<file path="config.mk">
export PLATFORM = sky130hd
export DESIGN_NAME = ils_sequencer
export DESIGN_NICKNAME = d
export VERILOG_FILES = /design/src/hw/ils_pkg.sv /design/src/hw/ils_opcode_check.sv /design/src/hw/ils_sequencer.sv
export VERILOG_INCLUDE_DIRS = /design/src /design/src/hw
export SDC_FILE = /design/constraint.sdc
export NUM_CORES = 1
export LEC_CHECK = 0
export BUFFER_PORTS_ARGS = -buffer_cell sky130_fd_sc_hd__buf_4
export CAP_MARGIN = 20
export CORE_MARGIN = 5
export CORE_UTILIZATION = 30
export DETAILED_ROUTE_END_ITERATION = 7
export PLACE_DENSITY_LB_ADDON = 0.12
export SLEW_MARGIN = 10
export SYNTH_ARGS = -nofsm -noshare
export SYNTH_HDL_FRONTEND = slang
export SYNTH_SLANG_ARGS = --single-unit
</file>
<file path="constraint.sdc">
create_clock -name core_clk -period 7.2 [get_ports core_clk]
set_clock_uncertainty 0.1 [all_clocks]
set_input_delay 0.36 -clock core_clk [delete_from_list [all_inputs] [get_ports core_clk]]
set_output_delay 0.36 -clock core_clk [all_outputs]
set_load 0.03 [all_outputs]
</file>
<file path="src/hw/ils_map.svh">
`ifndef ILS_MAP_SVH
`define ILS_MAP_SVH
// Notes on behaviour
// RL1: 32 sources served through 20 vectors
// RL2: 17 peripheral requests need global mask clear
// RL3: Illegal opcode, trap, nonmaskable pin ignore mask
// RL4: Receive flag clears on status-then-data read
// RL5: Respond only at instruction boundary
// RL6: Push nine context bytes downward from SP
// RL7: After condition byte, set masks as needed
// RL8: Fetch highest-priority vector then continue there
// RL9: Reset sets both mask bits
// RL10: Nonmaskable mask clears once, never resets
// RL11: Nonmaskable pin outranks all maskable sources
// RL12: Maskable service sets global mask only
// RL13: Flag unimplemented opcodes on four pages
// RL14: Illegal trap stacks offending opcode address
// RL15: Software trap ignores masks, sets global mask
// RL16: Maskable pin is low-level wired-OR input
// RL17: Wait stacks, halts until unmasked request
// RL18: Wait reads condition byte address repeatedly
// RL19: Timer stops in wait if masked, watchdog off
// RL20: Stop halts clocks unless stop-disable set
// RL21: Stop exits on pin low, reset, edge request
// RL22: Nonmaskable pin always wakes; serviced if unmasked
// RL23: Delay enable set by reset; clearing it bypasses start-up delay
// RL24: Start-up delay length is a parameter
`define ILS_NUM_SRC        32
`define ILS_NUM_VEC        20
`define ILS_NUM_PERIPH     17
`define ILS_CC_STOP_BIT    7
`define ILS_CC_NMASK_BIT   6
`define ILS_CC_GMASK_BIT   4
`define ILS_VEC_PERIPH0    16'hFFD2
`define ILS_VEC_IRQPIN     16'hFFF2
`define ILS_VEC_NMIPIN     16'hFFF4
`define ILS_VEC_SWTRAP     16'hFFF6
`define ILS_VEC_ILLEGAL    16'hFFF8
`define ILS_STARTUP_CYC    4000
`endif

</file>
<file path="src/hw/ils_pkg.sv">
package ils_pkg;
  typedef enum logic [3:0] {
    ST_RUN   = 4'b0000,
    ST_PUSH  = 4'b0001,
    ST_VECHI = 4'b0010,
    ST_VECLO = 4'b0011,
    ST_WAIT  = 4'b0100,
    ST_STOP  = 4'b0101,
    ST_DELAY = 4'b0110
  } ils_state_t;
endpackage

</file>
<file path="src/hw/ils_opcode_check.sv">
`timescale 1ns/10ps
// Flags unimplemented opcodes on each of the four map pages
module ils_opcode_check (
  input  wire logic [1:0] page,
  input  wire logic [7:0] opcode,
  output logic            illegal
);
  always_comb
  begin
    illegal = 1'b0;
    case (page)
      2'd0: illegal = (opcode == 8'h00) || (opcode == 8'h41) || (opcode == 8'h42) || (opcode == 8'h45)
                   || (opcode == 8'h4B) || (opcode == 8'h4E) || (opcode == 8'h51) || (opcode == 8'h52)
                   || (opcode == 8'h55) || (opcode == 8'h5B) || (opcode == 8'h5E) || (opcode == 8'h61)
                   || (opcode == 8'h62) || (opcode == 8'h65) || (opcode == 8'h6B) || (opcode == 8'h71)
                   || (opcode == 8'h72) || (opcode == 8'h75) || (opcode == 8'h7B) || (opcode == 8'h87)
                   || (opcode == 8'h8F) || (opcode == 8'hC7) || (opcode == 8'hCD); // RL13
      2'd1: illegal = !((opcode[7:4] == 4'h0 && opcode[3:0] >= 4'h8 && opcode[3:0] <= 4'h9)
                   || (opcode[7:4] == 4'h1 && opcode[3:0] >= 4'hC && opcode[3:0] <= 4'hF)
                   || (opcode[7:4] == 4'h3 && (opcode[3:0] == 4'h0 || opcode[3:0] == 4'h5
                       || opcode[3:0] == 4'h8 || opcode[3:0] == 4'hA || opcode[3:0] == 4'hC))
                   || (opcode[7:4] >= 4'h6 && opcode[7:4] <= 4'h6)
                   || (opcode[7:4] == 4'hA) || (opcode[7:4] == 4'hE)
                   || (opcode[7:4] >= 4'h8 && opcode[3:0] == 4'hC)
                   || (opcode[7:4] >= 4'h8 && opcode[3:0] >= 4'hE)); // RL13
      2'd2: illegal = !(opcode == 8'hA3 || opcode == 8'hAC || opcode == 8'hEE || opcode == 8'hEF
                   || opcode == 8'hAE || opcode == 8'hAF || opcode == 8'hE3 || opcode == 8'hEC
                   || opcode == 8'hED); // RL13
      2'd3: illegal = !(opcode == 8'h83 || opcode == 8'h8C || opcode == 8'h93 || opcode == 8'h9C
                   || opcode == 8'hA3 || opcode == 8'hAC || opcode == 8'hB3 || opcode == 8'hBC
                   || opcode == 8'hCE || opcode == 8'hDE || opcode == 8'hDF || opcode == 8'hEE
                   || opcode == 8'hEF || opcode == 8'hFE || opcode == 8'hFF || opcode == 8'hAE
                   || opcode == 8'hAF || opcode == 8'hBE || opcode == 8'hBF); // RL13
      default: illegal = 1'b0;
    endcase
  end
endmodule // ils_opcode_check

</file>
<file path="src/hw/ils_sequencer.sv">
`timescale 1ns/10ps
`include "ils_map.svh"
module ils_sequencer #(
  parameter int STARTUP_CYC = `ILS_STARTUP_CYC // RL24
) (
  input  wire logic                  core_clk,
  input  wire logic                  nrst,
  input  wire logic                  porFlag,
  input  wire logic [16:0]           periphReq,
  input  wire logic                  maskReqPin,
  input  wire logic                  nmiReqPin,
  input  wire logic                  edgeReqPend,
  input  wire logic                  instrEnd,
  input  wire logic                  opFetch,
  input  wire logic [1:0]            opPage,
  input  wire logic [7:0]            opcode,
  input  wire logic [15:0]           opAddr,
  input  wire logic                  swTrapExec,
  input  wire logic                  waitExec,
  input  wire logic                  stopExec,
  input  wire logic                  ccWrite,
  input  wire logic [7:0]            ccWdata,
  input  wire logic [15:0]           regPc,
  input  wire logic [15:0]           regX,
  input  wire logic [15:0]           regY,
  input  wire logic [7:0]            regA,
  input  wire logic [7:0]            regB,
  input  wire logic [15:0]           regSp,
  input  wire logic [7:0]            busRdata,
  input  wire logic                  serStatRead,
  input  wire logic                  serDataRead,
  input  wire logic                  serRxDone,
  input  wire logic                  delayEnWr,
  input  wire logic                  delayEnData,
  input  wire logic                  watchdogDisable,
  output logic [7:0]                 ccReg,
  output logic [15:0]                busAddr,
  output logic [7:0]                 busWdata,
  output logic                       busWrite,
  output logic                       busRead,
  output logic                       cpuHold,
  output logic                       pcLoad,
  output logic [15:0]                pcValue,
  output logic [4:0]                 vecIndex,
  output logic                       timerHalt,
  output logic                       clocksOff,
  output logic                       receiveFull,
  output logic                       restartDelayEn
);
  import ils_pkg::*;

  ////////////////////////////////////////////////////////////////
  ils_state_t state;
  logic [1:0]  maskPinSync;
  logic [1:0]  nmiPinSync;
  logic [3:0]  pushCnt;
  logic [15:0] frameAddr;
  logic [15:0] vecAddr;
  logic [7:0]  vecHigh;
  logic [4:0]  vecSel;
  logic        srcNmi;
  logic        fromWait;
  logic        illegalPend;
  logic        statSeen;
  logic [15:0] trapPc;
  logic [12:0] delayCnt;
  logic        illegalOp;
  // Trap level stands only beside instrEnd; held until the next service entry reloads it
  logic        swTrapPend;

  ils_opcode_check opCheck (
    .page    (opPage),
    .opcode  (opcode),
    .illegal (illegalOp)
  );

  // Lowest set peripheral bit wins; index 0 has top rank
  function automatic logic [4:0] first_req(input logic [16:0] req);
    logic [4:0] idx;
    idx = 5'd31;
    for (int i = 16; i >= 0; i--)
      if (req[i])
        idx = 5'(i);
    return idx;
  endfunction

  function automatic logic [7:0] push_byte(input logic [3:0] n);
    case (n)
      4'd0: return regPc[7:0];
      4'd1: return regPc[15:8];
      4'd2: return regY[7:0];
      4'd3: return regY[15:8];
      4'd4: return regX[7:0];
      4'd5: return regX[15:8];
      4'd6: return regA;
      4'd7: return regB;
      default: return ccReg;
    endcase
  endfunction

  ////////////////////////////////////////////////////////////////
  // Pins come from outside: two flops before use
  always_ff @(posedge core_clk)
  begin
    if (!nrst)
    begin
      maskPinSync <= 2'b11;
      nmiPinSync  <= 2'b11;
    end
    else
    begin
      maskPinSync <= {maskPinSync[0], maskReqPin};
      nmiPinSync  <= {nmiPinSync[0], nmiReqPin};
    end
  end

  logic maskPinLow;
  logic nmiPinLow;
  logic gmask;
  logic nmask;
  logic maskableAny;
  logic nmiServe;
  assign maskPinLow  = !maskPinSync[1]; // RL16
  assign nmiPinLow   = !nmiPinSync[1];
  assign gmask       = ccReg[`ILS_CC_GMASK_BIT];
  assign nmask       = ccReg[`ILS_CC_NMASK_BIT];
  assign maskableAny = !gmask && ((|periphReq) || maskPinLow || edgeReqPend); // RL2
  assign nmiServe    = nmiPinLow && !nmask; // RL3

  ////////////////////////////////////////////////////////////////
  // Illegal opcode capture keeps the first byte address
  always_ff @(posedge core_clk)
  begin
    if (!nrst)
    begin
      illegalPend <= 1'b0;
      trapPc      <= 16'h0000;
    end
    else if (opFetch && illegalOp && state == ST_RUN)
    begin
      illegalPend <= 1'b1; // RL13
      trapPc      <= opAddr; // RL14
    end
    // Cleared only once the vector is chosen, so the pick still sees it
    else if (state == ST_VECHI)
      illegalPend <= 1'b0;
  end

  ////////////////////////////////////////////////////////////////
  // Receive flag: set by hardware wins over a clearing read
  always_ff @(posedge core_clk)
  begin
    if (!nrst)
    begin
      receiveFull <= 1'b0;
      statSeen    <= 1'b0;
    end
    else
    begin
      if (serStatRead)
        statSeen <= receiveFull;
      else if (serDataRead)
        statSeen <= 1'b0;
      if (serRxDone)
        receiveFull <= 1'b1;
      else if (serDataRead && statSeen)
        receiveFull <= 1'b0; // RL4
    end
  end

  ////////////////////////////////////////////////////////////////
  // Restart delay enable
  always_ff @(posedge core_clk)
  begin
    if (!nrst)
      restartDelayEn <= 1'b1; // RL23
    else if (delayEnWr)
      restartDelayEn <= delayEnData;
  end

  ////////////////////////////////////////////////////////////////
  // Main sequencer and condition code register
  always_ff @(posedge core_clk)
  begin
    if (!nrst)
    begin
      state     <= ST_RUN;
      ccReg     <= 8'hD0; // RL9
      pushCnt   <= 4'd0;
      frameAddr <= 16'h0000;
      vecAddr   <= 16'h0000;
      vecHigh   <= 8'h00;
      vecSel    <= 5'd0;
      srcNmi    <= 1'b0;
      fromWait  <= 1'b0;
      swTrapPend <= 1'b0;
      busAddr   <= 16'h0000;
      busWdata  <= 8'h00;
      busWrite  <= 1'b0;
      busRead   <= 1'b0;
      cpuHold   <= 1'b0;
      pcLoad    <= 1'b0;
      pcValue   <= 16'h0000;
      vecIndex  <= 5'd0;
      timerHalt <= 1'b0;
      clocksOff <= 1'b0;
      delayCnt  <= 13'd0;
    end
    else
    begin
      busWrite <= 1'b0;
      busRead  <= 1'b0;
      pcLoad   <= 1'b0;
      case (state)
        ST_RUN:
        begin
          // Software may only clear the nonmaskable bit, never set it
          if (ccWrite)
          begin
            ccReg <= ccWdata;
            ccReg[`ILS_CC_NMASK_BIT] <= nmask & ccWdata[`ILS_CC_NMASK_BIT]; // RL10
          end
          if (instrEnd) // RL5
          begin
            if (waitExec || nmiServe || illegalPend || swTrapExec || maskableAny)
            begin
              state     <= ST_PUSH;
              pushCnt   <= 4'd0;
              frameAddr <= regSp; // RL6
              fromWait  <= waitExec;
              swTrapPend <= swTrapExec; // RL15
              cpuHold   <= 1'b1;
            end
            else if (stopExec && !ccReg[`ILS_CC_STOP_BIT]) // RL20
            begin
              state     <= ST_STOP;
              cpuHold   <= 1'b1;
              clocksOff <= 1'b1;
            end
          end
        end
        ST_PUSH:
        begin
          busWrite <= 1'b1;
          busAddr  <= frameAddr - 16'(pushCnt); // RL6
          // Illegal trap returns to the faulting opcode, not past it
          busWdata <= (pushCnt < 4'd2 && illegalPend && !fromWait)
                      ? (pushCnt == 4'd0 ? trapPc[7:0] : trapPc[15:8]) : push_byte(pushCnt); // RL14
          if (pushCnt == 4'd8)
          begin
            if (fromWait)
            begin
              state   <= ST_WAIT; // RL17
              timerHalt <= gmask && watchdogDisable; // RL19
            end
            else
              state <= ST_VECHI;
          end
          else
            pushCnt <= pushCnt + 4'd1;
        end
        ST_WAIT:
        begin
          // Bus keeps reading the stacked condition byte, never writes
          busRead <= 1'b1;
          busAddr <= frameAddr - 16'd8; // RL18
          if (nmiServe || maskableAny)
          begin
            timerHalt <= 1'b0;
            fromWait  <= 1'b0;
            state     <= ST_VECHI;
          end
        end
        ST_VECHI:
        begin
          // Choose source and set masks once the frame is stacked
          srcNmi <= 1'b0;
          if (illegalPend)
            vecAddr <= `ILS_VEC_ILLEGAL; // RL3
          else if (swTrapPend)
            vecAddr <= `ILS_VEC_SWTRAP; // RL15
          else if (nmiServe) // RL11
          begin
            vecAddr <= `ILS_VEC_NMIPIN;
            srcNmi  <= 1'b1;
            ccReg[`ILS_CC_NMASK_BIT] <= 1'b1; // RL7
          end
          else if (maskPinLow || edgeReqPend)
            vecAddr <= `ILS_VEC_IRQPIN;
          else
            vecAddr <= `ILS_VEC_PERIPH0 + {10'd0, first_req(periphReq), 1'b0}; // RL1
          vecSel   <= first_req(periphReq);
          ccReg[`ILS_CC_GMASK_BIT] <= 1'b1; // RL12
          state    <= ST_VECLO;
          pushCnt  <= 4'd0;
        end
        ST_VECLO:
        begin
          // Two reads: high byte then low byte; data lag the strobe by one cycle
          vecIndex <= srcNmi ? 5'd18 : vecSel;
          if (pushCnt < 4'd2)
          begin
            busRead <= 1'b1;
            busAddr <= vecAddr + 16'(pushCnt);
          end
          if (pushCnt == 4'd2)
            vecHigh <= busRdata;
          if (pushCnt == 4'd3)
          begin
            pcValue <= {vecHigh, busRdata}; // RL8
            pcLoad  <= 1'b1;
            cpuHold <= 1'b0;
            state   <= ST_RUN;
          end
          else
            pushCnt <= pushCnt + 4'd1;
        end
        ST_STOP:
        begin
          // With the delay off the core gets control back at once
          if (nmiPinLow || (maskPinLow && !gmask) || (edgeReqPend && !gmask)) // RL21 RL22
          begin
            clocksOff <= 1'b0;
            delayCnt  <= 13'd0;
            state     <= restartDelayEn ? ST_DELAY : ST_RUN; // RL23
            cpuHold   <= restartDelayEn;
          end
        end
        ST_DELAY:
        begin
          // Clocks run again, core held until the oscillator settles
          delayCnt <= delayCnt + 13'd1;
          if (delayCnt == 13'(STARTUP_CYC - 1))
          begin
            state   <= ST_RUN; // RL24
            cpuHold <= 1'b0;
          end
        end
        default: state <= ST_RUN;
      endcase
    end
  end
endmodule // ils_sequencer

</file>
After elaboration in Yosys (flattened, before gate mapping)
Cells that the tools add are included.
Widths: inputs -> output; s select.
{ "classes": {"addsub": 6, "magnitude_cmp": 9, "eq_ne": 88, "mux": 89, "n_bitwise": 1, "n_reduce_logical": 130} }
{ "op_table": {"columns": ["cell", "n"], "rows": [
  ["$eq 8x8->1 const B", 26],
  ["$eq 8x7->1 const B", 18],
  ["$mux 5", 23],
  ["$mux 16", 5],
  ["$logic_or 1x1->1", 69],
  ["$pmux 8 s8", 1],
  ["$mux 4", 13],
  ["$pmux 16 s3", 1],
  ["$eq 4x3->1 const B", 8],
  ["$ne 2x2->1 const B", 15],
  ["$mux 1", 29],
  ["$pmux 4 s7", 1],
  ["$pmux 13 s2", 1],
  ["$eq 4x4->1 const B", 6],
  ["$eq 4x2->1 const B", 5],
  ["$logic_and 1x1->1", 19],
  ["$reduce_or 17->1", 1],
  ["$add 16x4->16", 1],
  ["$ge 4x4->1 const B", 4],
  ["$logic_not 4->1", 4],
  ["$mux 8", 2],
  ["$pmux 4 s4", 1],
  ["$reduce_bool 2->1", 8],
  ["$sub 16x4->16", 1],
  ["31 further kinds", 61]
]} }
{ "word_totals": {"reg_bits": 152, "in_bits": 157, "out_inout_bits": 61, "word_cells": 353} }

Longest topological paths before layout
Gate-level depths: netlist of run 1.
{ "logic_depth": {"word_depth": 28, "ltp_mapped": 10, "depth_no_buf": 9} }

Hierarchy
From an unflattened synthesis of run 1, not the netlist that was laid out.
{ "hier_totals": {"hier_cells": 1006, "area_unflattened_um2": 8096.5} }
{ "modules_own_cells": {"columns": ["mod", "n_inst", "cells_per_inst", "area_each_um2"], "rows": [
  ["ils_sequencer", 1, 954, 7727.4],
  ["ils_opcode_check", 1, 52, 369.1]
]} }

Worst setup path before layout of run 1
No wires, ideal clock.
{ "synth_timing": {"kind": "input port to flip-flop", "startpoint": "input port periphReq[11]", "endpoint": "register state[0]", "arrival_time_ps": 2374, "path_slack_ps": 4580, "cell_stages": 6, "path_buffers": 0, "cell_sequence": "or4_4 -> nand4b_4 -> o41a_1 -> or4_4 -> nor4bb_1 -> mux2i_1"} }
{ "synth_via": {"elab_chain_len": 8, "word_cells_on_any_way": 12, "classes_between": "eq/ne: 2; mux: 3; reduce/logical: 7"} }
{ "synth_rtl": {"columns": ["item", "line", "rtl"], "rows": [
  ["start, declared", "ils_sequencer.sv:9", "input wire logic [16:0] periphReq,"],
  ["$reduce_or 17->1 *", "ils_sequencer.sv:127", "assign maskableAny = !gmask && ((|periphReq) || maskPinLow || edgeReqPend);"],
  ["$logic_or 1x1->1 * (2 in a row)", "ils_sequencer.sv:127", null],
  ["$logic_and 1x1->1 *", "ils_sequencer.sv:127", null],
  ["$logic_or 1x1->1", "ils_sequencer.sv:225", "if (waitExec || nmiServe || illegalPend || swTrapExec || maskableAny)"],
  ["$mux 4", "ils_sequencer.sv:225", null],
  ["$mux 4", "ils_sequencer.sv:223", "if (instrEnd)"],
  ["$pmux 4 s7", "ils_sequencer.sv:214", "case (state)"],
  ["end signal, assigned", "ils_sequencer.sv:325", "state <= restartDelayEn ? ST_DELAY : ST_RUN;"],
  ["end, declared", "ils_sequencer.sv:53", "ils_state_t state;"]
]} }
Mark *: on every way between the ends. The rest lies on a longest branch, timed or not. The select of a mux whose other input is x is not followed.
A chain may end at the register's enable or synchronous reset.

Worst setup path after layout of run 1
{ "layout_timing": {"startpoint": "register pushCnt[2]", "endpoint": "register busWdata[1]"} }
{ "layout_via": {"elab_chain_len": 4, "word_cells_on_any_way": 14, "classes_between": "order compare: 1; eq/ne: 7; mux: 3; reduce/logical: 3"} }
{ "layout_rtl": {"columns": ["item", "line", "rtl"], "rows": [
  ["start, declared", "ils_sequencer.sv:56", "logic [3:0] pushCnt;"],
  ["start signal, assigned", "ils_sequencer.sv:260", "pushCnt <= pushCnt + 4'd1;"],
  ["start signal, assigned", "ils_sequencer.sv:316", "pushCnt <= pushCnt + 4'd1;"],
  ["$lt 4x2->1", "ils_sequencer.sv:247", "busWdata <= (pushCnt < 4'd2 && illegalPend && !fromWait)"],
  ["$logic_and 1x1->1 (2 in a row)", "ils_sequencer.sv:247", null],
  ["$mux 8 *", "ils_sequencer.sv:248", "? (pushCnt == 4'd0 ? trapPc[7:0] : trapPc[15:8]) : push_byte(pushCnt);"],
  ["end signal, assigned", "ils_sequencer.sv:247", null],
  ["end, declared", "ils_sequencer.sv:38", "output logic [7:0] busWdata,"]
]} }
Mark *: on every way between the ends. The rest lies on a longest branch, timed or not.

==> metrics.csv, run 1 <==
stage,metric,value,unit
yosys,Synth warnings,0,
clocking,H-tree levels,4,
timing,Post-Route Setup TNS,0,ns
pwr,Lkg Pwr,4.29,nW
global_route,initial antenna violation count,0,
pwr,Power Density,316,nW/um^2
layout,Final nets,1350,
yosys,multiplexer area fraction after synthesis,6.74,%
drt,Via-to-Cell Ratio,5.21,
yosys,syn avg cell area,7.80,um^2
setup_path,CP Launch Type,register,
hold_path,HP Class,input port to register,
yosys,main combinational cell family by area after synthesis,simple AND/OR/NAND/NOR gates,
global_route,largest net degree at the start of global routing,74,
clocking,post-CTS sizing,0,
yosys,Cells after Synth,995,
timing,post-route minimum period,3.27,ns
setup_path,Critical Path Fanout Max,20,
layout,Non-Filler Instances,1519,
yosys,library cells used by synthesis,73,
layout,antenna diode count,0,
clocking,hold buffers post-CTS,0,
layout,area grow syn2layout,31.6,%
clocking,Num CTS Buffers,17,
yosys,Synth area leader,dfxtp_1,
setup_path,WP data required,7.38,ns
drt,Via Count,7918,
yosys,"Top FF cell, synth",dfxtp_1,
clocking,setup bufs post-CTS,0,
timing,actual slew at the worst max-slew pin,1.05,ns
yosys,syn nets,1169,
drt,drt first pass iters,5,
drt,WL per Instance,17.9,um
die,Ports,218,
yosys,Synth Area in Compound Gates,21.4,%
yosys,register area share after synthesis,36.6,%
clocking,Root Buffer,clkbuf_16,
yosys,"Cell Area, Synth",7760,um^2
hold_path,min-delay src,maskReqPin,
yosys,simple logic cell fraction of the synthesized area,25.9,%
job,number of max-cap violations,0,
drt,first-iteration detailed-routing DRC count,485,
yosys,"top cells by area, synth","dfxtp_1 37%, nand2_1 8.3%, mux2i_1 6.5%",
yosys,Synth Area in Adders,3.06,%
global_route,vias in the first global route,7640,
setup_path,CP Capture Type,register,
layout,layout cell share with drive strength beyond 1,22.9,%
yosys,most common cell in the netlist,nand2_1,
layout,Fill cells,2671,
die,Cell Rows,58,
global_route,global-route wire length before repair,41.2,mm
placement,dpl hpwl,20.1,mm
placement,dpl cells,1486,
drt,DRC Markers,0,
timing,fin crit share,45.4,%
clocking,# clock sinks,142,
yosys,synth cell count leaders,"172 x nand2_1, 142 x dfxtp_1, 96 x a21oi_1",
clocking,Clock transition at path regs,0.07,ns
timing,highest clock rate,306,MHz
clocking,Worst-Skew Late Latency,0.42,ns
yosys,Synth async-reset ratio,0,%
setup_path,Most Frequent Cell on Critical Path,a21oi_1,
setup_path,r2r startpoint,pushCnt[2],
yosys,Post-synth EDFFs,0,
setup_path,CP Class,register to register,
setup_path,Worst Setup SP,pushCnt[2],
setup_path,Slowest cell on crit path,dfxtp_1,
timing,Final Slew Violations,0,
die,Die H,171,um
setup_path,critical-path cell list,or2_2 -> o21ai_0 -> a21oi_1 -> nor2_1 -> o211ai_1 -> a21oi_1,
pwr,VDD IR max,187,uV
global_route,Congestion Overflow GR,0,
die,die area,29200,um^2
timing,Slew headroom,30.2,%
drt,total routed wirelength,27.2,mm
die,Initial Util,30.6,%
placement,PortBufs,216,
timing,unrepaired setup endpoints after global routing,false,
clocking,Max clock buf depth,2,
die,core area,25300,um^2
setup_path,Critical Path Max Stage Delay,0.87,ns
timing,final hold vios,0,
placement,routability cong.,0.834,
yosys,xor/xnor share of the synthesized area,2.14,%
yosys,top cell type's share of synthesized area,36.6,%
run_status,status,"complete, no violations",
global_route,Total GRT Usage,17.8,%
drt,Routed Antenna Nets,0,
die,Die W,171,um
yosys,register bit total from synthesis,142,
setup_path,crit path DAT,3.44,ns
timing,# setup viols final,0,
clocking,CTS tree,yes,
[stage by stage]
stage	utilization [%]	power, W	hold slack [ns]	area (um^2)	setup slack (ns)
after CTS	40.3	0.00325	0.00374	10200	3.92
after global placement	38.0	0.00236	0.295	9620	3.96
after detailed placement	38.0	0.00237	0.297	9620	3.94
final	40.3	0.00322	0.0259	10200	3.93
after floorplan	-	0.00190	0.286	7760	4.58
after global routing	40.3	0.00341	0.0139	10200	3.65
[flip-flops by register name, summed over array words and instances (netlist names), 2 cells and up]
name / count
busWdata: 8
delayCnt: 13
maskPinSync: 2
frameAddr: 16
busAddr: 16
pushCnt: 4
state: 3
vecAddr: 7
vecSel: 5
vecIndex: 5
nmiPinSync: 2
ccReg: 8
trapPc: 16
vecHigh: 8
pcValue: 16
[critical path, delay by kind of cell, from the launching register on]
| kind | cells | cell delay [ns] |
|---|---|---|
| compound gates | 4 | 1.28 |
| simple gates | 2 | 0.84 |
| flops | 1 | 0.87 |
[placed cells by master (no fill, tap or decap), types with 4 or more instances in the layout]
master       n
nor3b_1      6
a211oi_1     9
nand4_1     12
inv_1       22
xor2_1      11
a22oi_1     24
nand2_1    172
nand2b_1    12
nor3_1      19
o22ai_1      6
nor4_1       8
a221oi_1     9
a21o_1       6
xnor2_1      8
mux2i_1     50
nand3_1     33
o211ai_1     7
nor2_1      88
a21oi_1     96
nor2b_1     14
inv_6        6
clkbuf_16   17
and2_1       8
o2111ai_1    4
dfxtp_1    142
o21ai_0     38
and3_1       6
buf_4      222
ha_1        15
o221ai_1     5
a31oi_1     13
or2_2        4
o21a_1       4
a2111oi_0    7
nand3b_1     6
or3_1       10
[where the power goes]
group / leakage [nW] / internal (W) / switching [W]
logic: 2.87 / 0.000508 / 0.000780
clock network: 0.273 / 0.000488 / 0.000386
registers: 1.16 / 0.000916 / 0.000144
[routing by layer]
layer / GRT usage [%] / vias to the layer above / wire length (um)
met1: 21.9 / 3709 / 11600
li1: - / 3951 / -
met3: 4.25 / 23 / 1810
met5: 0 / - / 0
met4: 3.82 / 0 / 323
met2: 31.6 / 235 / 13400
[cell families (layout without fill, tap and decap cells)]
group / Yosys count / in the layout
and+or+nand+nor: 420 / 420
AOI/OAI and AO/OA: 260 / 260
DFF: 142 / 142
buffers and inverters: 84 / 278
muxes: 52 / 52
xor gates and xnor gates: 19 / 19
adders and majority gates: 18 / 18
[worst paths after layout]
check,depth (start not counted),end,slack (ns)
max,6,busWdata[1],3.93
min,2,maskPinSync[0],0.03
max reg2reg,6,busWdata[1],3.93
min reg2reg,1,nmiPinSync[1],0.31
[area by class of cell]
class	count	area, um^2	area share [%]
clock buffers	18	429	4.20
clock inverters	14	145	1.42
repair buffers	223	1680	16.5
inverters	23	86.3	0.845
multi-input cells	769	4610	45.2
well taps	330	413	4.04
flip-flops and latches	142	2840	27.8
Power figures use the tool's default switching activity.
==> run 2: changes to the inputs <==
--- a/config.mk
+++ b/config.mk
@@ -6,6 +6,7 @@
 export SDC_FILE = /design/constraint.sdc
 export NUM_CORES = 1
 export LEC_CHECK = 0
+export ABC_AREA = 1
 export BUFFER_PORTS_ARGS = -buffer_cell sky130_fd_sc_hd__buf_4
 export CAP_MARGIN = 20
 export CORE_MARGIN = 5
==> constraint.sdc (replaced) <==
create_clock -name core_clk -period 2.7 [get_ports core_clk]
set_clock_uncertainty 0.1 [all_clocks]
set_input_delay 0.135 -clock core_clk [delete_from_list [all_inputs] [get_ports core_clk]]
set_output_delay 0.135 -clock core_clk [all_outputs]
set_load 0.03 [all_outputs]
==> metrics.csv, run 2 <==
stage,metric,value,unit,change
yosys,simple logic cell fraction of the synthesized area,25.3,%,-0.60 points
placement,dpl hpwl,19.8,mm,-1.8%
hold_path,HP Class,input port to register,,
yosys,syn nets,1301,,+11%
yosys,Synth Area in Compound Gates,24.5,%,+3.0 points
global_route,initial antenna violation count,0,,unchanged
die,Cell Rows,58,,unchanged
yosys,most common cell in the netlist,nor2_1,,
clocking,Worst-Skew Late Latency,0.43,ns,about the same
pwr,Power Density,851,nW/um^2,+170%
timing,worst setup margin,0.339,ns,-3.59 ns
hold_path,Hold Path Depth,5,,+3
pwr,VDD IR max,345,uV,+84%
setup_path,Slowest cell on crit path,dfxtp_1,,
timing,unrepaired setup endpoints after global routing,false,,
drt,Via Count,8315,,+5.0%
setup_path,critical-path cell list,inv_1 -> ha_1 -> nand2_1 -> clkinvlp_4 -> a22o_1 -> a221oi_1 -> nand3_1 -> o211ai_1 -> a31oi_1,,
global_route,global-route wire length before repair,42.5,mm,+3.0%
drt,DRC Markers,0,,unchanged
drt,Via-to-Cell Ratio,4.75,,-8.8%
yosys,Synth Area in Adders,2.95,%,-0.12 points
drt,Routed Antenna Nets,0,,unchanged
layout,Fill cells,2692,,+0.79%
layout,Final nets,1580,,+17%
layout,most frequent cells in the layout,"240 x buf_4, 184 x nor2_1, 155 x nand2_1, 141 x dfxtp_1, 132 x inv_1",,
timing,highest clock rate,424,MHz,+38%
yosys,register area share after synthesis,36.8,%,+0.13 points
yosys,syn avg cell area,6.86,um^2,-12%
setup_path,Critical Path Stages,9,,+3
clocking,Num CTS Buffers,17,,unchanged
yosys,xor/xnor share of the synthesized area,1.13,%,-1.0 points
setup_path,Worst Reg-to-Reg Cells,9,,+3
timing,Slew headroom,46.9,%,+17 points
drt,WL per Instance,15.3,um,-15%
timing,final hold vios,0,,unchanged
global_route,Congestion Overflow GR,0,,unchanged
timing,actual slew at the worst max-slew pin,0.794,ns,-0.253 ns
setup_path,CP Capture Type,register,,
die,core area,25300,um^2,-0.29%
yosys,Synth area leader,dfxtp_1,,
run_status,status,"complete, no violations",,
die,Die H,171,um,-0.17%
setup_path,crit path DAT,2.57,ns,-0.87 ns
drt,drt first pass iters,5,,unchanged
placement,PortBufs,216,,unchanged
global_route,vias in the first global route,8224,,+7.6%
setup_path,WP data required,2.91,ns,-4.47 ns
die,die area,29100,um^2,-0.33%
clocking,Max clock buf depth,2,,unchanged
yosys,"top cells by area, synth","dfxtp_1 37%, nor2_1 9.0%, nand2_1 7.6%",,
yosys,Synth async-reset ratio,0,%,unchanged
layout,"commonest non-fill, non-tap cell in the layout",buf_4,,
clocking,Root Buffer,clkbuf_16,,
global_route,met1 Usage GRT,24.6,%,+2.7 points
timing,Final Slew Violations,0,,unchanged
placement,routability cong.,0.830,,-0.50%
yosys,Synth warnings,0,,unchanged
yosys,synth cell count leaders,"185 x nor2_1, 156 x nand2_1, 142 x dfxtp_1",,
layout,antenna diode count,0,,unchanged
timing,post-route minimum period,2.36,ns,-0.906 ns
pwr,Lkg Pwr,4.92,nW,+14%
setup_path,Critical Path Max Stage Delay,0.45,ns,-0.42 ns
timing,hold_ws,0.0438,ns,+0.0179 ns
clocking,Clock transition at path regs,0.07,ns,about the same
global_route,M3 GR Usage,3.93,%,-0.32 points
yosys,register bit total from synthesis,142,,unchanged
yosys,main combinational cell family by area after synthesis,simple AND/OR/NAND/NOR gates,,
die,Ports,218,,unchanged
layout,final core utilization,43.6,%,+3.3 points
timing,Post-Route Setup TNS,0,ns,unchanged
setup_path,kind of cell adding the most delay to the critical path,compound AO/OA/AOI/OAI gates,,
setup_path,CP Launch Type,register,,
yosys,"Cell Area, Synth",7730,um^2,-0.35%
setup_path,Buf/Inv on CP,2,,+2
layout,layout cell share with drive strength beyond 1,22.3,%,-0.54 points
die,Die W,171,um,-0.17%
die,Initial Util,30.6,%,about the same
yosys,library cells used by synthesis,53,,-27%
global_route,largest net degree at the start of global routing,60,,-19%
yosys,Cells after Synth,1127,,+13%
global_route,GRT busiest layer,met2,,
clocking,H-tree levels,4,,unchanged
timing,# setup viols final,0,,unchanged
layout,area grow syn2layout,42.6,%,
setup_path,CP Class,register to register,,
global_route,Total GRT Usage,18.2,%,+0.43 points
yosys,"Top FF cell, synth",dfxtp_1,,
timing,fin crit share,87.4,%,+42 points
yosys,multiplexer area fraction after synthesis,0,%,-6.7 points
placement,Setup WS pre-CTS,0.115,ns,-3.83 ns
pwr,Overall Power,0.00938,W,+190%
global_route,M2 GR Usage,30.0,%,-1.5 points
yosys,Post-synth EDFFs,0,,unchanged
job,number of max-cap violations,0,,unchanged
clocking,CTS tree,yes,,
clocking,# clock sinks,142,,unchanged
setup_path,Critical Path Fanout Max,9,,-55%
yosys,top cell type's share of synthesized area,36.8,%,+0.13 points
drt,first-iteration detailed-routing DRC count,405,,-16%
drt,total routed wirelength,26.7,mm,-1.6%
-- run 2: cell count changes after synthesis, sizes merged, moves of 14 or more --
| cell | before | now |
|---|---|---|
| a22oi | 24 | 2 |
| clkbuf | 56 | 29 |
| inv | 22 | 141 |
| mux2i | 50 | 0 |
| nand3 | 33 | 59 |
| nor2 | 88 | 193 |
| nor2b | 14 | 0 |
| o21ai | 40 | 143 |
-- run 2: cells by family after synthesis --
family,Yosys count
compound gates,322
xor+xnor,10
fa+ha+maj,17
buf+inv,186
flops,142
simple gates,450
-- run 2: layout make-up --
| type | instances | area [um^2] | area share (%) |
|---|---|---|---|
| Multi-Input combinational cell | 799 | 4190 | 38.0 |
| Sequential cell | 142 | 2840 | 25.8 |
| Timing Repair Buffer | 300 | 2400 | 21.8 |
| Inverter | 146 | 552 | 5.01 |
| Clock buffer | 18 | 439 | 3.98 |
| Tap cell | 330 | 413 | 3.75 |
| Clock inverter | 14 | 184 | 1.67 |
-- run 2: path summary, 6_finish.rpt --
check	from	to	slack (ns)
worst max-delay path	pushCnt[0]	busWdata[6]	0.34
worst min-delay path	periphReq[16]	vecAddr[5]	0.04
worst max register to register	pushCnt[0]	busWdata[6]	0.34
worst min register to register	maskPinSync[0]	maskPinSync[1]	0.32
-- run 2: routing by layer --
layer / part of all wire [%] / wire length (um)
met5: 0 / 0
met4: 0.90 / 240
met3: 4.1 / 1090
met2: 47 / 12500
met1: 48 / 12900
-- run 2: where the power goes --
| group | total (W) | switching [W] | internal [W] |
|---|---|---|---|
| combinational | 0.00403 | 0.00254 | 0.00149 |
| clock | 0.00251 | 0.00102 | 0.00150 |
| sequential | 0.00284 | 0.000325 | 0.00251 |
| total | 0.00938 | 0.00388 | 0.00550 |
-- run 2: per-stage QoR --
stage,instances,cell area [um^2]
4_1_cts,1748,11000
2_1_floorplan,1127,7730
5_1_grt,1749,11000
3_5_place_dp,1656,9760
3_3_place_gp,1656,9760
6_report,1749,11000
-- run 2: worst reg2reg max path: cells and delay by family (launching register included) --
kind,cells,cell delay (ns)
compound gates,4,0.84
fa+ha+maj,1,0.25
buf+inv,2,0.33
flops,1,0.45
simple gates,2,0.27
-- run 2: timing repair --
action                                  CTS  global route
hold endpoints to repair                 64             0
buffers inserted                          0             1
resized for setup                         0             9
endpoints found under the setup margin    0            11
hold buffers                             60             0
==> run 3: changes to the inputs <==
--- a/config.mk
+++ b/config.mk
@@ -7,11 +7,11 @@
 export NUM_CORES = 1
 export LEC_CHECK = 0
 export ABC_AREA = 1
-export BUFFER_PORTS_ARGS = -buffer_cell sky130_fd_sc_hd__buf_4
 export CAP_MARGIN = 20
 export CORE_MARGIN = 5
 export CORE_UTILIZATION = 30
 export DETAILED_ROUTE_END_ITERATION = 7
+export DONT_BUFFER_PORTS = 1
 export PLACE_DENSITY_LB_ADDON = 0.12
 export SLEW_MARGIN = 10
 export SYNTH_ARGS = -nofsm -noshare
==> metrics.csv, run 3 (synthesized netlist as in run 2, its figures left out) <==
stage,metric,value,unit,change
run_status,status,finished with violations,,
run_status,failing checks,hold timing,,
hold_path,HP Class,input port to register,,
pwr,VDD IR max,427,uV,+24%
layout,"commonest non-fill, non-tap cell in the layout",nor2_1,,
global_route,Total GRT Usage,17.9,%,-0.27 points
placement,dpl hpwl,19.1,mm,-3.5%
timing,final hold vios,6,,+6
layout,layout cell share with drive strength beyond 1,9.35,%,-13 points
setup_path,CP Launch Type,register,,
setup_path,Slowest cell on crit path,dlygate4sd3_1,,
drt,Via-to-Cell Ratio,4.98,,+4.7%
timing,post-route minimum period,2.54,ns,+0.183 ns
clocking,H-tree levels,4,,unchanged
layout,fin area,9890,um^2,-10%
drt,Routed Antenna Nets,0,,unchanged
clocking,# clock sinks,142,,unchanged
setup_path,crit path DAT,2.74,ns,+0.17 ns
timing,# setup viols final,0,,unchanged
global_route,largest net degree at the start of global routing,91,,+52%
timing,Slew headroom,53.3,%,+6.5 points
drt,WL per Instance,17.1,um,+12%
global_route,global-route wire length before repair,41.4,mm,-2.6%
drt,total routed wirelength,27.1,mm,+1.6%
job,number of max-cap violations,0,,unchanged
setup_path,Critical Path Max Stage Delay,0.60,ns,+0.15 ns
layout,Fill cells,2713,,+0.78%
drt,Via Count,7882,,-5.2%
clocking,Max clock buf depth,2,,unchanged
setup_path,WP data required,2.90,ns,about the same
drt,drt first pass iters,5,,unchanged
die,Die H,171,um,unchanged
clocking,Clock transition at path regs,0.07,ns,about the same
drt,DRC Markers,0,,unchanged
die,Initial Util,30.6,%,unchanged
global_route,vias in the first global route,7776,,-5.4%
layout,area grow syn2layout,27.9,%,
setup_path,CP Capture Type,register,,
setup_path,critical-path cell list,buf_4 -> inv_1 -> ha_1 -> buf_4 -> nand3_1 -> nand2_1 -> a221oi_1 -> dlygate4sd3_1 -> nand2_1 -> o21ai_0 -> a31oi_1,,
placement,routability cong.,0.817,,-1.5%
timing,Final Slew Violations,0,,unchanged
placement,PortBufs,0,,-100%
timing,unrepaired setup endpoints after global routing,false,,
pwr,Power Density,917,nW/um^2,+7.7%
global_route,Congestion Overflow GR,0,,unchanged
die,die area,29100,um^2,unchanged
clocking,Worst-Skew Late Latency,0.42,ns,about the same
die,Die W,171,um,unchanged
clocking,Root Buffer,clkbuf_16,,
setup_path,Critical Path Fanout Max,15,,+6
die,Cell Rows,58,,unchanged
global_route,initial antenna violation count,1,,+1
timing,actual slew at the worst max-slew pin,0.694,ns,-0.100 ns
die,core area,25300,um^2,unchanged
placement,dpl cells,1444,,-13%
layout,most frequent cells in the layout,"180 x nor2_1, 155 x nand2_1, 140 x dfxtp_1, 132 x inv_1, 109 x o21ai_0",,
setup_path,CP Class,register to register,,
layout,Final nets,1413,,-11%
timing,Post-Route Setup TNS,0,ns,unchanged
placement,Post-DP Area,8170,um^2,-16%
timing,highest clock rate,393,MHz,-7.2%
die,Ports,218,,unchanged
timing,fin crit share,94.2,%,+6.8 points
clocking,CTS tree,yes,,
layout,final core utilization,39.1,%,-4.5 points
clocking,Num CTS Buffers,17,,unchanged
layout,Non-Filler Instances,1583,,-9.5%
timing,hold_ws,-0.0253,ns,-0.0691 ns
drt,first-iteration detailed-routing DRC count,490,,+21%
pwr,Lkg Pwr,4.07,nW,-17%
## run 3: changes by cell type in the layout (fill, tap and decap cells not counted), moves of 2 or more
cell / change
o21ai_1: +2
o21ai_0: -2
nand3_2: +3
dlygate4sd3_1: +39
nor2_1: -4
buf_4: -210
nor2_4: +2
nor2_2: +2
## run 3: metal layers
layer	wire, um	share of wire (%)	GRT usage, %	up-vias
met4	240	0.88	3.92	0
met1	12900	48	24.1	3642
met5	0	0	0	-
li1	-	-	-	4043
met2	12500	46	29.1	182
met3	1460	5.4	4.71	15
## run 3: final cells by class
type | count | area [um^2] | area share (%)
diodes | 1 | 2.50 | 0.0253
clock inverters | 14 | 159 | 1.61
repair buffers | 131 | 1250 | 12.7
inverters | 146 | 548 | 5.54
well taps | 330 | 413 | 4.18
flip-flops and latches | 142 | 2850 | 28.8
multi-input cells | 801 | 4230 | 42.7
clock buffers | 18 | 439 | 4.44
## run 3: path summary, 6_finish.rpt
path	startpoint	endpoint	slack, ns	cells after the start
worst max-delay path	pushCnt[0]	busWdata[2]	0.16	11
worst min-delay path	instrEnd	frameAddr[11]	-0.03	3
worst max register to register	pushCnt[0]	busWdata[2]	0.16	11
worst min register to register	maskPinSync[0]	maskPinSync[1]	0.31	1
## run 3: metrics by stage
stage	worst slack, ns	total power [W]
floorplan	0.402	0.00545
global placement	0.214	0.00635
detailed placement	0.161	0.00637
CTS	0.0196	0.00906
global route	0.000305	0.00978
finish	0.156	0.00907
## run 3: critical path, delay by kind of cell (launching register included)
family	cells	cell delay, ns
compound gates	3	0.49
fa+ha+maj	1	0.24
buf+inv	4	1.05
flops	1	0.33
simple gates	3	0.20
## run 3: power by group
| part | internal (W) | leakage [nW] | total [W] | switching, W |
|---|---|---|---|---|
| registers | 0.00251 | 1.16 | 0.00322 | 0.000713 |
| clock network | 0.00140 | 0.276 | 0.00242 | 0.00102 |
| logic | 0.00126 | 2.63 | 0.00342 | 0.00216 |
| total | 0.00517 | 4.07 | 0.00907 | 0.00390 |
## run 3: timing repair
action | in CTS | in global routing
gates resized for setup | 0 | 19
endpoints found under the setup margin | 0 | 35
buffers inserted | 0 | 4
hold buffers | 100 | 3
endpoints found under the hold margin | 109 | 2
